### src/fibc_pkg.sv
// Constants and types shared by the flash reprogramming and banking control block
package fibc_pkg;
    // Register indices; byte address is four times the index
    localparam logic [9:0] FIBC_IDX_ADDR_LOW  = 10'h0AC;
    localparam logic [9:0] FIBC_IDX_ADDR_HIGH = 10'h0AD;
    localparam logic [9:0] FIBC_IDX_BANK_CTRL = 10'h0AE;
    localparam logic [9:0] FIBC_IDX_DATA_BUF  = 10'h0AF;
    localparam logic [9:0] FIBC_IDX_COMMAND   = 10'h0B0;

    // Bus widths
    localparam int FIBC_PADDR_W = 12;

    // Bank control field positions and reset value
    localparam int         FIBC_BANK_EN_BIT  = 3;
    localparam int         FIBC_PIN_SEL_LSB  = 0;
    localparam logic [7:0] FIBC_BANK_CTRL_RST = 8'h07;

    // Command register field positions
    localparam int FIBC_CMD_MODE_LSB  = 0;
    localparam int FIBC_CMD_UPPER_BIT = 2;
    localparam int FIBC_CMD_LOADER_BIT = 3;
    localparam int FIBC_CMD_START_BIT = 7;

    // Reset values of the plain registers
    localparam logic [7:0] FIBC_ADDR_RST = 8'h00;
    localparam logic [7:0] FIBC_DATA_RST = 8'h00;
    localparam logic [7:0] FIBC_CMD_RST  = 8'h00;

    // Operation modes written into the command register
    typedef enum logic [1:0] {
        FIBC_MODE_READ    = 2'h0,
        FIBC_MODE_PROGRAM = 2'h1,
        FIBC_MODE_ERASE   = 2'h2,
        FIBC_MODE_RSVD    = 2'h3
    } fibc_mode_t;

    // Array operation codes
    localparam logic [3:0] FIBC_OP_READ    = 4'h0;
    localparam logic [3:0] FIBC_OP_PROGRAM = 4'h1;
    localparam logic [3:0] FIBC_OP_ERASE   = 4'h2;

    // Sequencer states
    typedef enum logic [1:0] {
        FIBC_ST_IDLE = 2'b01,
        FIBC_ST_BUSY = 2'b10
    } fibc_state_t;
endpackage

### src/fibc_flash_isp_bank_control.sv
// Flash reprogramming sequencer and code-fetch bank line, with APB registers
`timescale 1ns/1ps
`default_nettype none
module fibc_flash_isp_bank_control
    import fibc_pkg::*;
(
    input  wire logic                              pclk,
    input  wire logic                              presetn,
    input  wire logic                              ce,
    input  wire logic                              psel,
    input  wire logic                              penable,
    input  wire logic                              pwrite,
    input  wire logic [fibc_pkg::FIBC_PADDR_W-1:0] paddr,
    input  wire logic [31:0]                       pwdata,
    output logic      [31:0]                       prdata,
    output logic                                   pready,
    output logic                                   pslverr,
    input  wire logic [7:0]                        port1_pins,
    output logic                                   fetch_bank_line,
    output logic                                   array_chip_enable_n,
    output logic                                   array_output_enable_n,
    output logic      [3:0]                        array_op_code,
    output logic                                   app_bank_upper,
    output logic                                   loader_region_select,
    output logic      [15:0]                       array_addr,
    output logic      [7:0]                        array_wdata,
    input  wire logic [7:0]                        array_rdata,
    input  wire logic                              array_done
);
    import fibc_pkg::*;

    // Array operation code for a command mode
    function automatic logic [3:0] op_code_of(input logic [1:0] mode);
        case (mode)
            FIBC_MODE_PROGRAM: op_code_of = FIBC_OP_PROGRAM;
            FIBC_MODE_ERASE:   op_code_of = FIBC_OP_ERASE;
            default:           op_code_of = FIBC_OP_READ;
        endcase
    endfunction

    // Register decode by word index
    function automatic logic hit(input logic [FIBC_PADDR_W-1:0] a, input logic [9:0] idx);
        hit = (a[FIBC_PADDR_W-1:2] == idx) && (a[1:0] == 2'h0);
    endfunction

    fibc_state_t state;
    fibc_state_t next_state;
    logic [7:0]  prog_addr_low;
    logic [7:0]  prog_addr_high;
    logic [7:0]  rom_bank_control;
    logic [7:0]  prog_data_byte;
    logic [7:0]  command;
    logic [7:0]  next_prog_addr_low;
    logic [7:0]  next_prog_addr_high;
    logic [7:0]  next_rom_bank_control;
    logic [7:0]  next_prog_data_byte;
    logic [7:0]  next_command;
    logic [31:0] next_prdata;
    logic        next_chip_en_n;
    logic        next_out_en_n;
    logic [3:0]  next_op_code;
    logic        next_bank_upper;
    logic        next_loader_sel;
    logic        next_fetch_line;
    logic [7:0]  pin_meta;
    logic [7:0]  pin_sync;
    logic        busy;
    logic        setup;
    logic        access;
    logic        mapped;
    logic        locked;
    logic        wr_ok;
    logic        start;
    logic        bank_span_enable;
    logic [2:0]  upper_line_pin_select;

    assign busy                  = (state == FIBC_ST_BUSY);
    assign setup                 = psel && !penable;
    assign access                = psel && penable && ce;
    assign bank_span_enable      = rom_bank_control[FIBC_BANK_EN_BIT];
    assign upper_line_pin_select = rom_bank_control[FIBC_PIN_SEL_LSB +: 3];
    assign array_addr            = {prog_addr_high, prog_addr_low};
    assign array_wdata           = prog_data_byte;

    // APB decode; ISP registers refuse writes while an operation runs
    always_comb begin
        mapped = hit(paddr, FIBC_IDX_ADDR_LOW) || hit(paddr, FIBC_IDX_ADDR_HIGH)
              || hit(paddr, FIBC_IDX_BANK_CTRL) || hit(paddr, FIBC_IDX_DATA_BUF)
              || hit(paddr, FIBC_IDX_COMMAND);
        locked = pwrite && busy && !hit(paddr, FIBC_IDX_BANK_CTRL);
        wr_ok  = access && pwrite && mapped && !locked;
        start  = wr_ok && hit(paddr, FIBC_IDX_COMMAND) && pwdata[FIBC_CMD_START_BIT]
              && (pwdata[FIBC_CMD_MODE_LSB +: 2] != FIBC_MODE_RSVD);
    end

    assign pready  = ce;
    assign pslverr = psel && penable && (!mapped || locked);

    // Register next values and read data
    always_comb begin
        next_prog_addr_low    = prog_addr_low;
        next_prog_addr_high   = prog_addr_high;
        next_rom_bank_control = rom_bank_control;
        next_prog_data_byte   = prog_data_byte;
        next_command          = command;
        next_prdata           = prdata;
        if (wr_ok) begin
            if (hit(paddr, FIBC_IDX_ADDR_LOW)) begin
                next_prog_addr_low = pwdata[7:0];
            end
            if (hit(paddr, FIBC_IDX_ADDR_HIGH)) begin
                next_prog_addr_high = pwdata[7:0];
            end
            if (hit(paddr, FIBC_IDX_BANK_CTRL)) begin
                next_rom_bank_control = {4'h0, pwdata[3:0]};  // Upper nibble reserved
            end
            if (hit(paddr, FIBC_IDX_DATA_BUF)) begin
                next_prog_data_byte = pwdata[7:0];
            end
            if (hit(paddr, FIBC_IDX_COMMAND)) begin
                next_command = {start, 3'h0, pwdata[3:0]};
            end
        end
        // Read result lands in the data buffer at completion
        if (busy && array_done) begin
            if (command[FIBC_CMD_MODE_LSB +: 2] == FIBC_MODE_READ) begin
                next_prog_data_byte = array_rdata;
            end
            next_command[FIBC_CMD_START_BIT] = 1'b0;
        end
        if (setup) begin
            next_prdata = 32'h0000_0000;
            if (hit(paddr, FIBC_IDX_ADDR_LOW)) begin
                next_prdata[7:0] = prog_addr_low;
            end
            if (hit(paddr, FIBC_IDX_ADDR_HIGH)) begin
                next_prdata[7:0] = prog_addr_high;
            end
            if (hit(paddr, FIBC_IDX_BANK_CTRL)) begin
                next_prdata[7:0] = rom_bank_control;
            end
            if (hit(paddr, FIBC_IDX_DATA_BUF)) begin
                next_prdata[7:0] = prog_data_byte;
            end
            if (hit(paddr, FIBC_IDX_COMMAND)) begin
                next_prdata[7:0] = {busy, command[6:0]};
            end
        end
    end

    // Sequencer and array control
    always_comb begin
        next_state      = state;
        next_chip_en_n  = array_chip_enable_n;
        next_out_en_n   = array_output_enable_n;
        next_op_code    = array_op_code;
        next_bank_upper = app_bank_upper;
        next_loader_sel = loader_region_select;
        case (state)
            FIBC_ST_IDLE: begin
                if (start) begin
                    next_state      = FIBC_ST_BUSY;
                    next_chip_en_n  = 1'b0;
                    next_out_en_n   = (pwdata[FIBC_CMD_MODE_LSB +: 2] != FIBC_MODE_READ);
                    next_op_code    = op_code_of(pwdata[FIBC_CMD_MODE_LSB +: 2]);
                    next_bank_upper = pwdata[FIBC_CMD_UPPER_BIT];
                    next_loader_sel = pwdata[FIBC_CMD_LOADER_BIT];
                end
            end
            FIBC_ST_BUSY: begin
                if (array_done) begin  // Everything held until the array reports done
                    next_state     = FIBC_ST_IDLE;
                    next_chip_en_n = 1'b1;
                    next_out_en_n  = 1'b1;
                end
            end
            default: begin
                next_state     = FIBC_ST_IDLE;
                next_chip_en_n = 1'b1;
                next_out_en_n  = 1'b1;
            end
        endcase
    end

    // Extra top fetch line from the selected port-1 pin
    always_comb begin
        next_fetch_line = bank_span_enable && pin_sync[upper_line_pin_select];
    end

    // State registers, frozen while ce is low
    always_ff @(posedge pclk or negedge presetn) begin
        if (!presetn) begin
            state                 <= FIBC_ST_IDLE;
            prog_addr_low         <= FIBC_ADDR_RST;
            prog_addr_high        <= FIBC_ADDR_RST;
            rom_bank_control      <= FIBC_BANK_CTRL_RST;  // Pin 7 selected
            prog_data_byte        <= FIBC_DATA_RST;
            command               <= FIBC_CMD_RST;
            prdata                <= 32'h0000_0000;
            array_chip_enable_n   <= 1'b1;
            array_output_enable_n <= 1'b1;
            array_op_code         <= FIBC_OP_READ;
            app_bank_upper        <= 1'b0;
            loader_region_select  <= 1'b0;
            fetch_bank_line       <= 1'b0;
            pin_meta              <= 8'h00;
            pin_sync              <= 8'h00;
        end else if (ce) begin
            state                 <= next_state;
            prog_addr_low         <= next_prog_addr_low;
            prog_addr_high        <= next_prog_addr_high;
            rom_bank_control      <= next_rom_bank_control;
            prog_data_byte        <= next_prog_data_byte;
            command               <= next_command;
            prdata                <= next_prdata;
            array_chip_enable_n   <= next_chip_en_n;
            array_output_enable_n <= next_out_en_n;
            array_op_code         <= next_op_code;
            app_bank_upper        <= next_bank_upper;
            loader_region_select  <= next_loader_sel;
            fetch_bank_line       <= next_fetch_line;
            pin_meta              <= port1_pins;
            pin_sync              <= pin_meta;
        end
    end

    // Checks on the array control and the bank line
    a_chip_enable_busy: assert property (@(posedge pclk) disable iff (!presetn)
        busy |-> !array_chip_enable_n)
        else $error("chip enable not asserted during operation");
    a_idle_chip_off: assert property (@(posedge pclk) disable iff (!presetn)
        !busy |-> array_chip_enable_n && array_output_enable_n)
        else $error("array enabled while idle");
    a_output_enable_read: assert property (@(posedge pclk) disable iff (!presetn)
        busy |-> (array_output_enable_n == (array_op_code != FIBC_OP_READ)))
        else $error("output enable does not match operation");
    a_op_code_start: assert property (@(posedge pclk) disable iff (!presetn)
        (start && ce && !busy) |=> busy && array_op_code == op_code_of($past(pwdata[1:0]))
            && app_bank_upper == $past(pwdata[2]) && loader_region_select == $past(pwdata[3]))
        else $error("wrong operation code or region on start");
    a_erase_code: assert property (@(posedge pclk) disable iff (!presetn)
        busy && command[1:0] == FIBC_MODE_ERASE |-> array_op_code == 4'h2)
        else $error("erase not coded as erase");
    a_hold_stable: assert property (@(posedge pclk) disable iff (!presetn)
        busy && $past(busy) |-> $stable(array_addr) && $stable(array_op_code)
            && $stable(app_bank_upper) && $stable(loader_region_select) && $stable(array_wdata))
        else $error("array inputs changed during operation");
    a_read_capture: assert property (@(posedge pclk) disable iff (!presetn)
        (busy && array_done && ce && array_op_code == FIBC_OP_READ) |=> !busy
            && prog_data_byte == $past(array_rdata))
        else $error("read byte not captured");
    a_bank_line: assert property (@(posedge pclk) disable iff (!presetn)
        ce |=> fetch_bank_line == ($past(bank_span_enable) && $past(pin_sync[upper_line_pin_select])))
        else $error("bank line does not follow selected pin");

    // Further checks on refusals, release after done and reserved fields
    a_done_release: assert property (@(posedge pclk) disable iff (!presetn)
        (busy && array_done && ce) |=> !busy && array_chip_enable_n && array_output_enable_n)
        else $error("array enables not released after done");
    a_refused_write: assert property (@(posedge pclk) disable iff (!presetn)
        (psel && penable && pwrite && busy && !hit(paddr, FIBC_IDX_BANK_CTRL)) |-> pslverr)
        else $error("write during operation not refused");
    a_reserved_no_start: assert property (@(posedge pclk) disable iff (!presetn)
        (wr_ok && !busy && hit(paddr, FIBC_IDX_COMMAND) && pwdata[1:0] == FIBC_MODE_RSVD) |=> !busy)
        else $error("reserved mode started an operation");
    a_prdata_upper: assert property (@(posedge pclk) disable iff (!presetn)
        prdata[31:8] == 24'h000000)
        else $error("read data upper bits not zero");
    a_bank_reserved: assert property (@(posedge pclk) disable iff (!presetn)
        rom_bank_control[7:4] == 4'h0)
        else $error("bank control reserved bits set");
    a_erase_outputs: assert property (@(posedge pclk) disable iff (!presetn)
        (busy && array_op_code == FIBC_OP_ERASE) |-> array_output_enable_n && !array_chip_enable_n)
        else $error("erase drives wrong enables");
    a_out_en_hold: assert property (@(posedge pclk) disable iff (!presetn)
        (busy && $past(busy)) |-> $stable(array_output_enable_n) && $stable(array_chip_enable_n))
        else $error("array enables changed during operation");

    c_program: cover property (@(posedge pclk) disable iff (!presetn)
        busy && array_op_code == FIBC_OP_PROGRAM ##1 !busy);
    c_read_loader: cover property (@(posedge pclk) disable iff (!presetn)
        busy && loader_region_select && array_op_code == FIBC_OP_READ ##1 !busy);
    c_erase_upper: cover property (@(posedge pclk) disable iff (!presetn)
        busy && app_bank_upper && array_op_code == FIBC_OP_ERASE);
    c_bank_high: cover property (@(posedge pclk) disable iff (!presetn)
        fetch_bank_line);
    c_bank_low: cover property (@(posedge pclk) disable iff (!presetn)
        bank_span_enable && !fetch_bank_line);
endmodule
`default_nettype wire

### config.mk
export PLATFORM = sky130hd
export DESIGN_NAME = fibc_flash_isp_bank_control
export DESIGN_NICKNAME = d
export VERILOG_FILES = /design/src/fibc_pkg.sv /design/src/fibc_flash_isp_bank_control.sv
export SDC_FILE = /design/constraint.sdc
export NUM_CORES = 1
export LEC_CHECK = 0
export BUFFER_PORTS_ARGS = -buffer_cell sky130_fd_sc_hd__buf_2
export CAP_MARGIN = 10
export CORE_MARGIN = 2
export CORE_UTILIZATION = 44
export DETAILED_ROUTE_END_ITERATION = 8
export PLACE_DENSITY = 0.79
export SYNTH_ARGS = -nofsm -noshare
export SYNTH_HDL_FRONTEND = slang
export SYNTH_SLANG_ARGS = --single-unit
export TNS_END_PERCENT = 100
### constraint.sdc
create_clock -name pclk -period 1.9 [get_ports pclk]
set_input_delay 0.095 -clock pclk [delete_from_list [all_inputs] [get_ports pclk]]
set_output_delay 0.095 -clock pclk [all_outputs]
set_load 0.02 [all_outputs]
# ---- Word-level counts from Yosys, hierarchy flattened
# Cells that the tools add are included.
# Widths: inputs -> output; s select.
dict set report classes {
  n_lt_le_gt_ge 1
  n_eq_ne 12
  mux 20
  reduce_logical 38
}
# op count
set op_table {}
lappend op_table {{$mux 8} 9}
lappend op_table {{$eq 10x8->1 const B} 5}
lappend op_table {{$logic_and 1x1->1} 19}
lappend op_table {{$reduce_and 3->1} 6}
lappend op_table {{$pmux 2 s2} 2}
lappend op_table {{$ne 2x2->1 const B} 3}
lappend op_table {{$logic_or 1x1->1} 5}
lappend op_table {{$eq 2x1->1 const B} 2}
lappend op_table {{$eq 2x2->1 const B} 2}
lappend op_table {{$logic_not 1->1} 4}
lappend op_table {{$logic_not 2->1} 2}
lappend op_table {{$lt 3x4->1 const B} 1}
lappend op_table {{$mux 1} 4}
lappend op_table {{$mux 2} 2}
lappend op_table {{$pmux 1 s2} 2}
lappend op_table {{$bmux 1 s3} 1}
lappend op_table {{$reduce_and 2->1} 1}
lappend op_table {{$reduce_bool 2->1} 1}
dict set report word_totals {
  register_bits 67
  input_bits 67
  output_inout_bits 67
}

# ---- Depth between registers and ports, before layout
# Gate-level depths: netlist of the first run.
dict set report depth {
  depth_word 13
  mapped_depth 6
  depth_no_buf 5
}

# ---- Worst setup path after synthesis of the first run
# OpenSTA, ideal clock, no wires.
dict set report synth_timing {
  kind {reg-to-reg}
  from {register state[0]}
  to {register prog_addr_high[0]}
  setup_ns 0.125
  t_arrival_ns 1.745
  t_required_ns 1.775
  setup_slack_ns 0.030
  stages_incl_launch_ff 7
  path_buffers 1
  cell_sequence {dfstp_2 > nor2b_1 > buf_2 > nor4_4 > and2_2 > nand3b_4 > mux2_4}
}
dict set report synth_between {
  elab_chain_cells 6
}
# item line
set synth_rtl {}
lappend synth_rtl {{start, declared} fibc_flash_isp_bank_control.sv:46} ;# fibc_state_t state;
lappend synth_rtl {{start signal, assigned} fibc_flash_isp_bank_control.sv:209} ;# state <= next_state;
lappend synth_rtl {{$eq 2x2->1} fibc_flash_isp_bank_control.sv:77} ;# assign busy = (state == FIBC_ST_BUSY);
lappend synth_rtl {{$logic_and 1x1->1 (2 in series)} fibc_flash_isp_bank_control.sv:90} ;# locked = pwrite && busy && !hit(paddr, FIBC_IDX_BANK_CTRL);
lappend synth_rtl {{$logic_not 1->1} fibc_flash_isp_bank_control.sv:91} ;# wr_ok = access && pwrite && mapped && !locked;
lappend synth_rtl {{$logic_and 1x1->1} fibc_flash_isp_bank_control.sv:91}
lappend synth_rtl {{$reduce_and 3->1 (no source line)} -}
lappend synth_rtl {{end signal, assigned} fibc_flash_isp_bank_control.sv:211} ;# prog_addr_high <= next_prog_addr_high;
lappend synth_rtl {{end, declared} fibc_flash_isp_bank_control.sv:49} ;# logic [7:0] prog_addr_high;
# No other way between the ends.
# A chain may end at the register's enable or synchronous reset.

# ---- Worst setup path after layout of the first run
dict set report layout_timing {
  from {register state[1]}
  to {output pslverr}
}
dict set report layout_between {
  elab_chain_cells 5
}
# item line
set layout_rtl {}
lappend layout_rtl {{$eq 2x2->1} fibc_flash_isp_bank_control.sv:77}
lappend layout_rtl {{$logic_and 1x1->1 (2 in series)} fibc_flash_isp_bank_control.sv:90}
lappend layout_rtl {{$logic_or 1x1->1} fibc_flash_isp_bank_control.sv:97} ;# assign pslverr = psel && penable && (!mapped || locked);
lappend layout_rtl {{$logic_and 1x1->1} fibc_flash_isp_bank_control.sv:97}
lappend layout_rtl {{end, declared} fibc_flash_isp_bank_control.sv:17} ;# output logic pslverr,
# No other way between the ends.

==> results of run 1 <==
[report_power, final]
| part | internal (uW) | switching (uW) |
|---|---|---|
| Combinational | 127 | 183 |
| Clock | 748 | 510 |
| Sequential | 1410 | 25.1 |
| Total | 2290 | 717 |
[what timing repair did]
action | in CTS | in global routing
resized for setup | 1 | 0
endpoints found under the hold margin | 19 | 1
hold buffers | 8 | 1
endpoints found under the setup margin | 1 | 0
setup buffers | 0 | 0
[routing by layer]
layer | up-vias | track usage [%] | part of all wire (%)
met1 | 1218 | 27.09 | 46
met5 | - | 0 | 0
met2 | 104 | 31.47 | 48
met4 | 0 | 8.333 | 0.98
met3 | 7 | 2.671 | 5.8
li1 | 1153 | - | -
[worst register-to-register path: cells and delay by family, from the launching register on]
family	cells	cell delay [ns]
buffers and inverters	2	0.37
AO/OA/AOI/OAI	2	0.28
AND/OR/NAND/NOR	3	0.48
flip-flops	1	0.54
[final cells by class]
cell class                      instances  area [um^2]
Clock inverter                          2        35.03
Tap cell                               99        123.9
Multi-Input combinational cell        193         1540
Timing Repair Buffer                  107        618.1
Inverter                                3        11.26
Sequential cell                        64         1608
Clock buffer                           14        182.7
Fill cell                             603         3134
[flip-flops by register name (all words and copies together), names as in the netlist]
name                   cells
array_wdata                8
pin_meta                   8
pin_sync                   8
prdata                     8
prog_addr_high             8
prog_addr_low              8
command                    4
rom_bank_control           4
array_op_code              2
state                      2
app_bank_upper             1
array_output_enable_n      1
fetch_bank_line            1
loader_region_select       1
[cells by family after synthesis]
| logic type | Yosys count | share of synthesized area [%] |
|---|---|---|
| flip-flops | 64 | 48.53 |
| AND/OR/NAND/NOR | 62 | 11.48 |
| multiplexers | 55 | 20.39 |
| AO/OA/AOI/OAI | 50 | 11.59 |
| buffers and inverters | 41 | 7.892 |
| other | 1 | 0.1132 |
[worst paths after layout]
check | cells past startpoint | start | to | slack [ns]
hold reg to reg | 2 | prdata[1]$_DFFE_PN0P_ | prdata[1]$_DFFE_PN0P_ | 0.47
setup / recovery | 6 | state[1]$_DFFE_PN0P_ | pslverr | 0.11
setup reg to reg | 7 | state[0]$_DFFE_PN1P_ | array_wdata[5]$_DFFE_PN0P_ | 0.12
max in group asynchronous | 3 | presetn | prog_addr_low[3]$_DFFE_PN0P_ | 1.00
hold / removal | 2 | pwdata[6] | prog_addr_high[6]$_DFFE_PN0P_ | 0.03
min in group asynchronous | 2 | presetn | command[2]$_DFFE_PN0P_ | 0.22
[stage by stage]
stage | setup slack [ns] | util (%)
3_5_place_dp | 0.1050 | 52.51
2_1_floorplan | 0.02987 | -
6_report | 0.1093 | 56.79
3_3_place_gp | 0.1285 | 52.51
5_1_grt | 0.01114 | 56.79
4_1_cts | 0.09479 | 56.65
[cell usage after synthesis, types with 2 or more instances]
cell,number,share of area (%)
nor3_1,2,0.30
o31ai_1,5,1.1
o21ai_0,3,0.45
nand4_1,2,0.38
dfstp_2,5,4.0
a31oi_1,2,0.38
nand2_1,14,1.6
dfrtp_1,59,45
nand3b_1,2,0.45
o21a_1,8,1.8
nand2b_1,5,0.94
mux4_2,3,2.0
nor2_1,14,1.6
o22a_1,8,2.1
mux2i_1,6,1.8
mux2_4,8,3.6
buf_1,2,0.23
a211o_1,2,0.53
o22ai_1,3,0.57
clkbuf_1,4,0.45
a21oi_1,8,1.2
and3_1,3,0.57
nand2_2,2,0.38
inv_1,3,0.34
nor2b_1,4,0.76
mux2_2,38,13
buf_2,4,0.60
buf_4,27,6.1
a2111oi_0,3,0.79
nand3_1,3,0.45
==> flow_summary_export.csv, run 1 <==
group,metric,value,unit
outcome,status,"finished, final reports clean",
finish,syn_to_final_growth,24.32,%
critical_path,path_delay_family,"flip-flops",
yosys,ys_async_sr_fraction,100.0,%
floorplanning,initial_core_util,45.68,%
finish,final_common_cell,"buf_2",
critical_path,worst_path_max_delay_cell,"dfrtp_1",
clocking,clock_path_buffers,2,
sta,timing.setup.tns,0,ns
yosys,ys_ff_latch,64,
sta,period_share,94.25,%
sta,tightest_slew,0.6247,ns
routing,viasPerCell,5.149,
sta,rsz0062_at_grt,"no",
job,cap_violations,0,
grt,grt_pass1_vias,2456,
critical_path,cp-start-kind,"register",
grt,grt_pass1_wl,12700,um
power_and_ir_drop,worst_ir_drop_vdd,0.4930,mV
sta,finalMaxSlewViolations,0,
critical_path,endpoint_kind,"primary output",
yosys,synth_area,3313,um^2
floorplanning,dieArea,8240,um^2
critical_path,criticalPathCategory,"reg -> out",
sta,post-route-min-period,1.791,ns
yosys,synth.distinct_cells,51,
floorplanning,fp.dieH,90.78,um
finish,stdcell_area,4119,um^2
clocking,cts_tree,"yes",
yosys,syn_area_per_cell,12.14,um^2
yosys,ys_seq_area_share,48.53,%
yosys,yosysWarnings,0,
routing,post-route-drc-count,0,
placed_design,dp_hpwl,5823,um
clocking,clock-sinks,64,
critical_path,crit_buf_inv,2,
routing,ant_nets,0,
finish,fin_cells,482,
placed_design,io_buffer_count,83,
placed_design,dp.cells,457,
finish,final_cell_mix,"buf_2, dfrtp_1, mux2_2",
grt,grt_max_degree,26,
routing,vias,2482,
finish,insertedDiodeCount,0,
yosys,syn_inst,273,
critical_path,max_stage_delay,0.38,ns
routing,first_iter_violations,178,
sta,final.setup_skew,0.007111,ns
routing,finalWirelength,7840,um
sta,holdWs,0.02533,ns
placed_design,gp_congestion,0.9540,
power_and_ir_drop,power,3005,uW
floorplanning,fp.dieW,90.78,um
sta,setup_viol,0,
clocking,ctsHtreeMaxLevel,3,
grt,overflow,0,
routing,wire_per_inst,16.27,um
floorplanning,io_pins,134,
floorplanning,row_count,31,
grt,antenna_found_initial,0,
clocking,cts_made_buffers,9,
critical_path,crit_chain,"nor2b_2 -> buf_4 -> a31oi_1 -> a21oi_1 -> o211a_1 -> buf_2",
placed_design,dpl_cell_area,3809,um^2
routing,firstDrtPassIters,4,
critical_path,cp_max_fo,7,
critical_path,cp.required,1.80,ns
finish,nNetsFinal,445,
clocking,cts-root-buf,"clkbuf_8",
grt,grt_use_total,19.71,%
finish,layout-drive-gt1-share,46.74,%
power_and_ir_drop,p_leak,0.002109,uW
clocking,clk_latency,0.34,ns
critical_path,critPathArrivalTime,1.70,ns
clocking,clk_pin_slew,0.07,ns
yosys,synthFlopType,"dfrtp_1",
sta,final-hold-violation-count,0,
sta,max_slew_margin,57.28,%
yosys,synth_edf_count,0,
floorplanning,fp.coreArea,7253,um^2
power_and_ir_drop,pwr_density_cell,729.6,nW/um^2
sta,max_freq,558.5,MHz
hold_path,min_path_type,"in -> reg",
Power figures use the tool's default switching activity.
==> run 2: changes to the inputs <==
==> constraint.sdc (replaced) <==
create_clock -name pclk -period 1.9 [get_ports pclk]
set_input_delay 0.38 -clock pclk [delete_from_list [all_inputs] [get_ports pclk]]
set_output_delay 0.38 -clock pclk [all_outputs]
set_load 0.02 [all_outputs]
==> flow_summary_export.csv, run 2 (synthesis gave the netlist of run 1 again) <==
group,metric,value,unit
grt,grt_use_total,19.55,%
grt,overflow,0,
critical_path,crit_chain,"nor2b_4 -> a31oi_4 -> a21oi_2 -> o211a_1 -> buf_6",
placed_design,gp_congestion,0.8929,
power_and_ir_drop,clkPwrFrac,41.3,%
critical_path,cp-start-kind,"register",
critical_path,endpoint_kind,"primary output",
routing,viasPerCell,5.229,
routing,post-route-drc-count,0,
placed_design,dp.cells,466,
routing,finalWirelength,7959,um
hold_path,min_path_type,"in -> async",
power_and_ir_drop,pwr-share-comb,10.3,%
grt,grt_pass1_vias,2556,
grt,grt_max_degree,65,
critical_path,rrSetupSlack,0.10,ns
routing,first_iter_violations,216,
outcome,status,"finished, final reports clean",
clocking,ctsHtreeMaxLevel,3,
routing,wire_per_inst,16.41,um
routing,ant_nets,0,
power_and_ir_drop,p_seq_share,48.4,%
power_and_ir_drop,pwr_density_cell,712.8,nW/um^2
placed_design,dpl_cell_area,3889,um^2
routing,firstDrtPassIters,4,
finish,layout-drive-gt1-share,50.00,%
finish,insertedDiodeCount,0,
clocking,hold_buffers,0,
sta,timing.setup.tns,0,ns
sta,period_share,99.34,%
clocking,clock_path_buffers,2,
placed_design,dp_hpwl,5751,um
sta,post-route-min-period,1.887,ns
sta,finalWorstSetupSlack,0.01253,ns
finish,seqCellArea,1608,um^2
power_and_ir_drop,switching_power,717.9,uW
sta,tightest_slew,0.6131,ns
critical_path,cp_max_fo,5,
routing,vias,2536,
critical_path,crit-reg2reg-launch,"state[0]$_DFFE_PN1P_",
critical_path,criticalPathCategory,"reg -> out",
sta,rsz0062_at_grt,"yes",
floorplanning,initial_core_util,45.68,%
sta,final.setup_skew,0.008884,ns
critical_path,crit_buf_inv,1,
critical_path,critPathArrivalTime,1.51,ns
floorplanning,io_pins,134,
power_and_ir_drop,worst_ir_drop_vdd,0.5419,mV
critical_path,path_delay_family,"flip-flops",
finish,final_common_cell,"buf_2",
finish,syn_to_final_growth,25.72,%
finish,final_cell_mix,"buf_2, dfrtp_1, mux2_2",
grt,grt_pass1_wl,12590,um
critical_path,cp.required,1.52,ns
clocking,cts-root-buf,"clkbuf_8",
sta,max_freq,529.8,MHz
clocking,clk_latency,0.34,ns
clocking,cts_tree,"yes",
critical_path,worst_path_max_delay_cell,"dfstp_2",
floorplanning,fp.dieH,90.78,um
floorplanning,row_count,31,
finish,nNetsFinal,448,
finish,fin_cells,485,
sta,setup_viol,0,
floorplanning,dieArea,8240,um^2
critical_path,max_stage_delay,0.55,ns
power_and_ir_drop,switching_share,24.18,%
critical_path,startpoint,"state[0]$_DFFE_PN1P_",
placed_design,io_buffer_count,83,
clocking,clock-sinks,64,
clocking,cts_made_buffers,9,
floorplanning,fp.coreArea,7253,um^2
sta,max_slew_margin,58.07,%
placed_design,dp_slack,-0.08356,ns
power_and_ir_drop,p_leak,0.002135,uW
job,cap_violations,0,
finish,stdcell_area,4165,um^2
finish,multi_input_area,1575,um^2
critical_path,reg2regPathDepth,6,
sta,finalMaxSlewViolations,0,
grt,antenna_found_initial,0,
critical_path,r2r_end,"prog_addr_high[5]$_DFFE_PN0P_",
clocking,clk_pin_slew,0.07,ns
power_and_ir_drop,p_int,2251,uW
finish,fill_cells,589,
sta,final-hold-violation-count,0,
floorplanning,fp.dieW,90.78,um
sta,holdWs,0.04935,ns
[run 2: how the worst max path moves through the flow]
stage	to	slack, ns	cells past startpoint
after floorplan	prog_addr_high[0]$_DFFE_PN0P_	0.03	6
after global placement	pslverr	-0.08	7
after CTS	pslverr	-0.11	6
after global routing	pslverr	-0.03	5
after detailed placement	prdata[3]$_DFFE_PN0P_	-0.08	7
final	pslverr	0.01	5
[run 2: timing repair]
item,4_1_cts,5_1_grt
pin swaps,2,0
setup endpoints to repair,1,22
setup buffers,2,2
endpoints found under the hold margin,0,0
resized for setup,3,8
[run 2: cell type report]
| type | count | area share (%) |
|---|---|---|
| Clock buffer | 14 | 4.145 |
| Tap cell | 99 | 2.974 |
| Timing Repair Buffer | 110 | 15.29 |
| Multi-Input combinational cell | 193 | 37.82 |
| Inverter | 3 | 0.2704 |
| Clock inverter | 2 | 0.9012 |
| Sequential cell | 64 | 38.60 |
[run 2: per-stage QoR]
stage | power (uW) | util, %
after global routing | 3081 | 57.43
after CTS | 2978 | 56.82
final | 2969 | 57.43
after floorplan | 1667 | -
after detailed placement | 1761 | 53.61
after global placement | 1754 | 53.61
[run 2: layer usage]
metal,up-vias,wire (um),track usage (%)
met5,-,0,0
met4,0,209,10.23
met3,17,569,3.339
met2,115,3773,31.09
met1,1241,3407,25.66
li1,1163,-,-
[run 2: power by group through the flow]
stage	clock, uW	sequential [uW]	combinational, uW
6_report	1230	1440	307
5_1_grt	1310	1440	333
4_1_cts	1240	1440	302
3_5_place_dp	0	1460	299
3_3_place_gp	0	1460	294
2_1_floorplan	0	1460	205
==> run 3: changes to the inputs <==
CORE_UTILIZATION = 45   (was 44)
CTS_BUF_LIST = sky130_fd_sc_hd__clkbuf_8   (was not set)
PLACE_DENSITY = 0.8   (was 0.79)
==> flow_summary_export.csv, run 3 (synthesis gave the netlist of run 1 again) <==
group,metric,value,unit
power_and_ir_drop,pwr_density_cell,704.7,nW/um^2
sta,final-hold-violation-count,0,
grt,grt_pass1_wl,12940,um
sta,max_freq,518.9,MHz
sta,post-route-min-period,1.927,ns
finish,insertedDiodeCount,0,
grt,grt_max_degree,65,
critical_path,worst_path_max_delay_cell,"dfstp_2",
hold_path,min_path_type,"in -> async",
sta,setup_viol,1,
grt,grt_pass1_vias,2549,
sta,max_slew_margin,63.88,%
finish,nNetsFinal,450,
critical_path,critPathArrivalTime,1.55,ns
finish,stdcell_area,4161,um^2
clocking,clk_latency,0.35,ns
clocking,hold_buffers,0,
clocking,cts_tree,"yes",
finish,final_cell_mix,"buf_2, dfrtp_1, mux2_2",
critical_path,crit_chain,"nor2b_4 -> a31oi_1 -> a21oi_1 -> o211a_1 -> buf_6",
clocking,cts_made_buffers,9,
routing,wire_per_inst,16.63,um
placed_design,dp_slack,-0.08047,ns
floorplanning,io_pins,134,
sta,finalMaxSlewViolations,0,
power_and_ir_drop,worst_ir_drop_vdd,0.4260,mV
grt,grt_use_total,20.47,%
critical_path,criticalPathCategory,"reg -> out",
sta,period_share,101.4,%
sta,tightest_slew,0.5282,ns
floorplanning,fp.coreArea,7176,um^2
floorplanning,row_count,31,
finish,syn_to_final_growth,25.60,%
placed_design,dpl_cell_area,3911,um^2
routing,post-route-drc-count,0,
clocking,ctsHtreeMaxLevel,3,
critical_path,cp_max_fo,5,
grt,overflow,0,
routing,finalWirelength,8100,um
sta,rsz0062_at_grt,"yes",
outcome,status,"complete, but fails checks",
finish,final_common_cell,"buf_2",
floorplanning,initial_core_util,46.17,%
routing,viasPerCell,5.324,
finish,fill_cells,596,
outcome,violations,"negative setup slack",
floorplanning,fp.dieH,89.81,um
routing,firstDrtPassIters,4,
clocking,clock-sinks,64,
routing,ant_nets,0,
routing,first_iter_violations,172,
sta,timing.setup.tns,-0.02697,ns
clocking,clock_path_buffers,2,
floorplanning,fp.dieW,89.81,um
placed_design,io_buffer_count,83,
finish,layout-drive-gt1-share,50.00,%
critical_path,cp-start-kind,"register",
power_and_ir_drop,p_leak,0.002132,uW
sta,finalWorstSetupSlack,-0.02697,ns
job,cap_violations,0,
sta,final.setup_skew,0.007032,ns
clocking,clk_pin_slew,0.08,ns
placed_design,gp_congestion,0.8487,
placed_design,dp_hpwl,5884,um
clocking,cts-root-buf,"clkbuf_8",
critical_path,endpoint_kind,"primary output",
critical_path,max_stage_delay,0.55,ns
floorplanning,dieArea,8065,um^2
critical_path,cp.required,1.52,ns
routing,vias,2593,
grt,antenna_found_initial,0,
==> run 3: changes by cell type in the layout (fill, tap and decap cells not counted) <==
cell / delta
inv_1: +1
clkinv_2: +2
a31oi_4: -1
a21oi_1: +1
clkbuf_8: -2
buf_6: +1
clkbuf_1: -2
nand4_4: +1
a31oi_1: +1
a21oi_2: -1
clkinv_4: +1
nand4_2: -1
buf_4: +1
==> run 3: layout make-up <==
type | count | area (um^2) | share of cell area [%]
flip-flops and latches | 64 | 1608 | 38.63
multi-input cells | 193 | 1565 | 37.61
well taps | 99 | 123.9 | 2.977
clock buffers | 10 | 137.6 | 3.307
repair buffers | 112 | 655.6 | 15.75
inverters | 3 | 11.26 | 0.2706
clock inverters | 6 | 60.06 | 1.443
==> run 3: path summary, 6_finish.rpt <==
kind / start / end / slack [ns] / cells after the start
max: state[0]$_DFFE_PN1P_ / pslverr / -0.03 / 5
min: presetn / prog_addr_low[6]$_DFFE_PN0P_ / 0.009 / 2
max reg2reg: state[0]$_DFFE_PN1P_ / prog_addr_high[6]$_DFFE_PN0P_ / 0.11 / 6
min reg2reg: prdata[1]$_DFFE_PN0P_ / prdata[1]$_DFFE_PN0P_ / 0.47 / 2
max in group asynchronous: presetn / state[0]$_DFFE_PN1P_ / 1.53 / 2
min in group pclk: port1_pins[3] / pin_meta[3]$_DFFE_PN0P_ / 0.26 / 2
==> run 3: worst max-delay path, delay by kind of cell (launching register included) <==
family / cells / cell delay (ns)
flip-flops: 1 / 0.55
buffers and inverters: 1 / 0.13
AND/OR/NAND/NOR: 1 / 0.05
AO/OA/AOI/OAI: 3 / 0.47
==> run 3: what timing repair did <==
action | CTS | global route
setup endpoints to repair | 1 | 17
hold endpoints to repair | 0 | 0
gates resized for setup | 5 | 4
buffers inserted | 2 | 1
pin swaps | 3 | 2
==> run 3: report_power, final <==
part           internal, uW  switching, uW  total [uW]
clock network           634            547        1180
registers              1410           25.2        1440
logic                   128            186         314
==> run 3: routing by layer <==
layer | routed length, um | GRT usage, % | share of wire, %
met1 | 3502 | 27.20 | 43
met2 | 3788 | 31.38 | 47
met3 | 564 | 5.113 | 7.0
met4 | 243 | 10.26 | 3.0
met5 | 0 | 0 | 0
==> run 3: stage by stage <==
| step | util, % | std cells | power, uW | hold slack [ns] |
|---|---|---|---|---|
| finish | 57.99 | 487 | 2933 | 0.008578 |
| detailed placement | 54.51 | 469 | 1771 | 0.4223 |
| floorplan | - | 298 | 1667 | 0.08441 |
| CTS | 57.75 | 487 | 2947 | 0.04371 |
| global placement | 54.51 | 469 | 1761 | 0.4127 |
| global route | 57.99 | 487 | 3050 | 0.05748 |
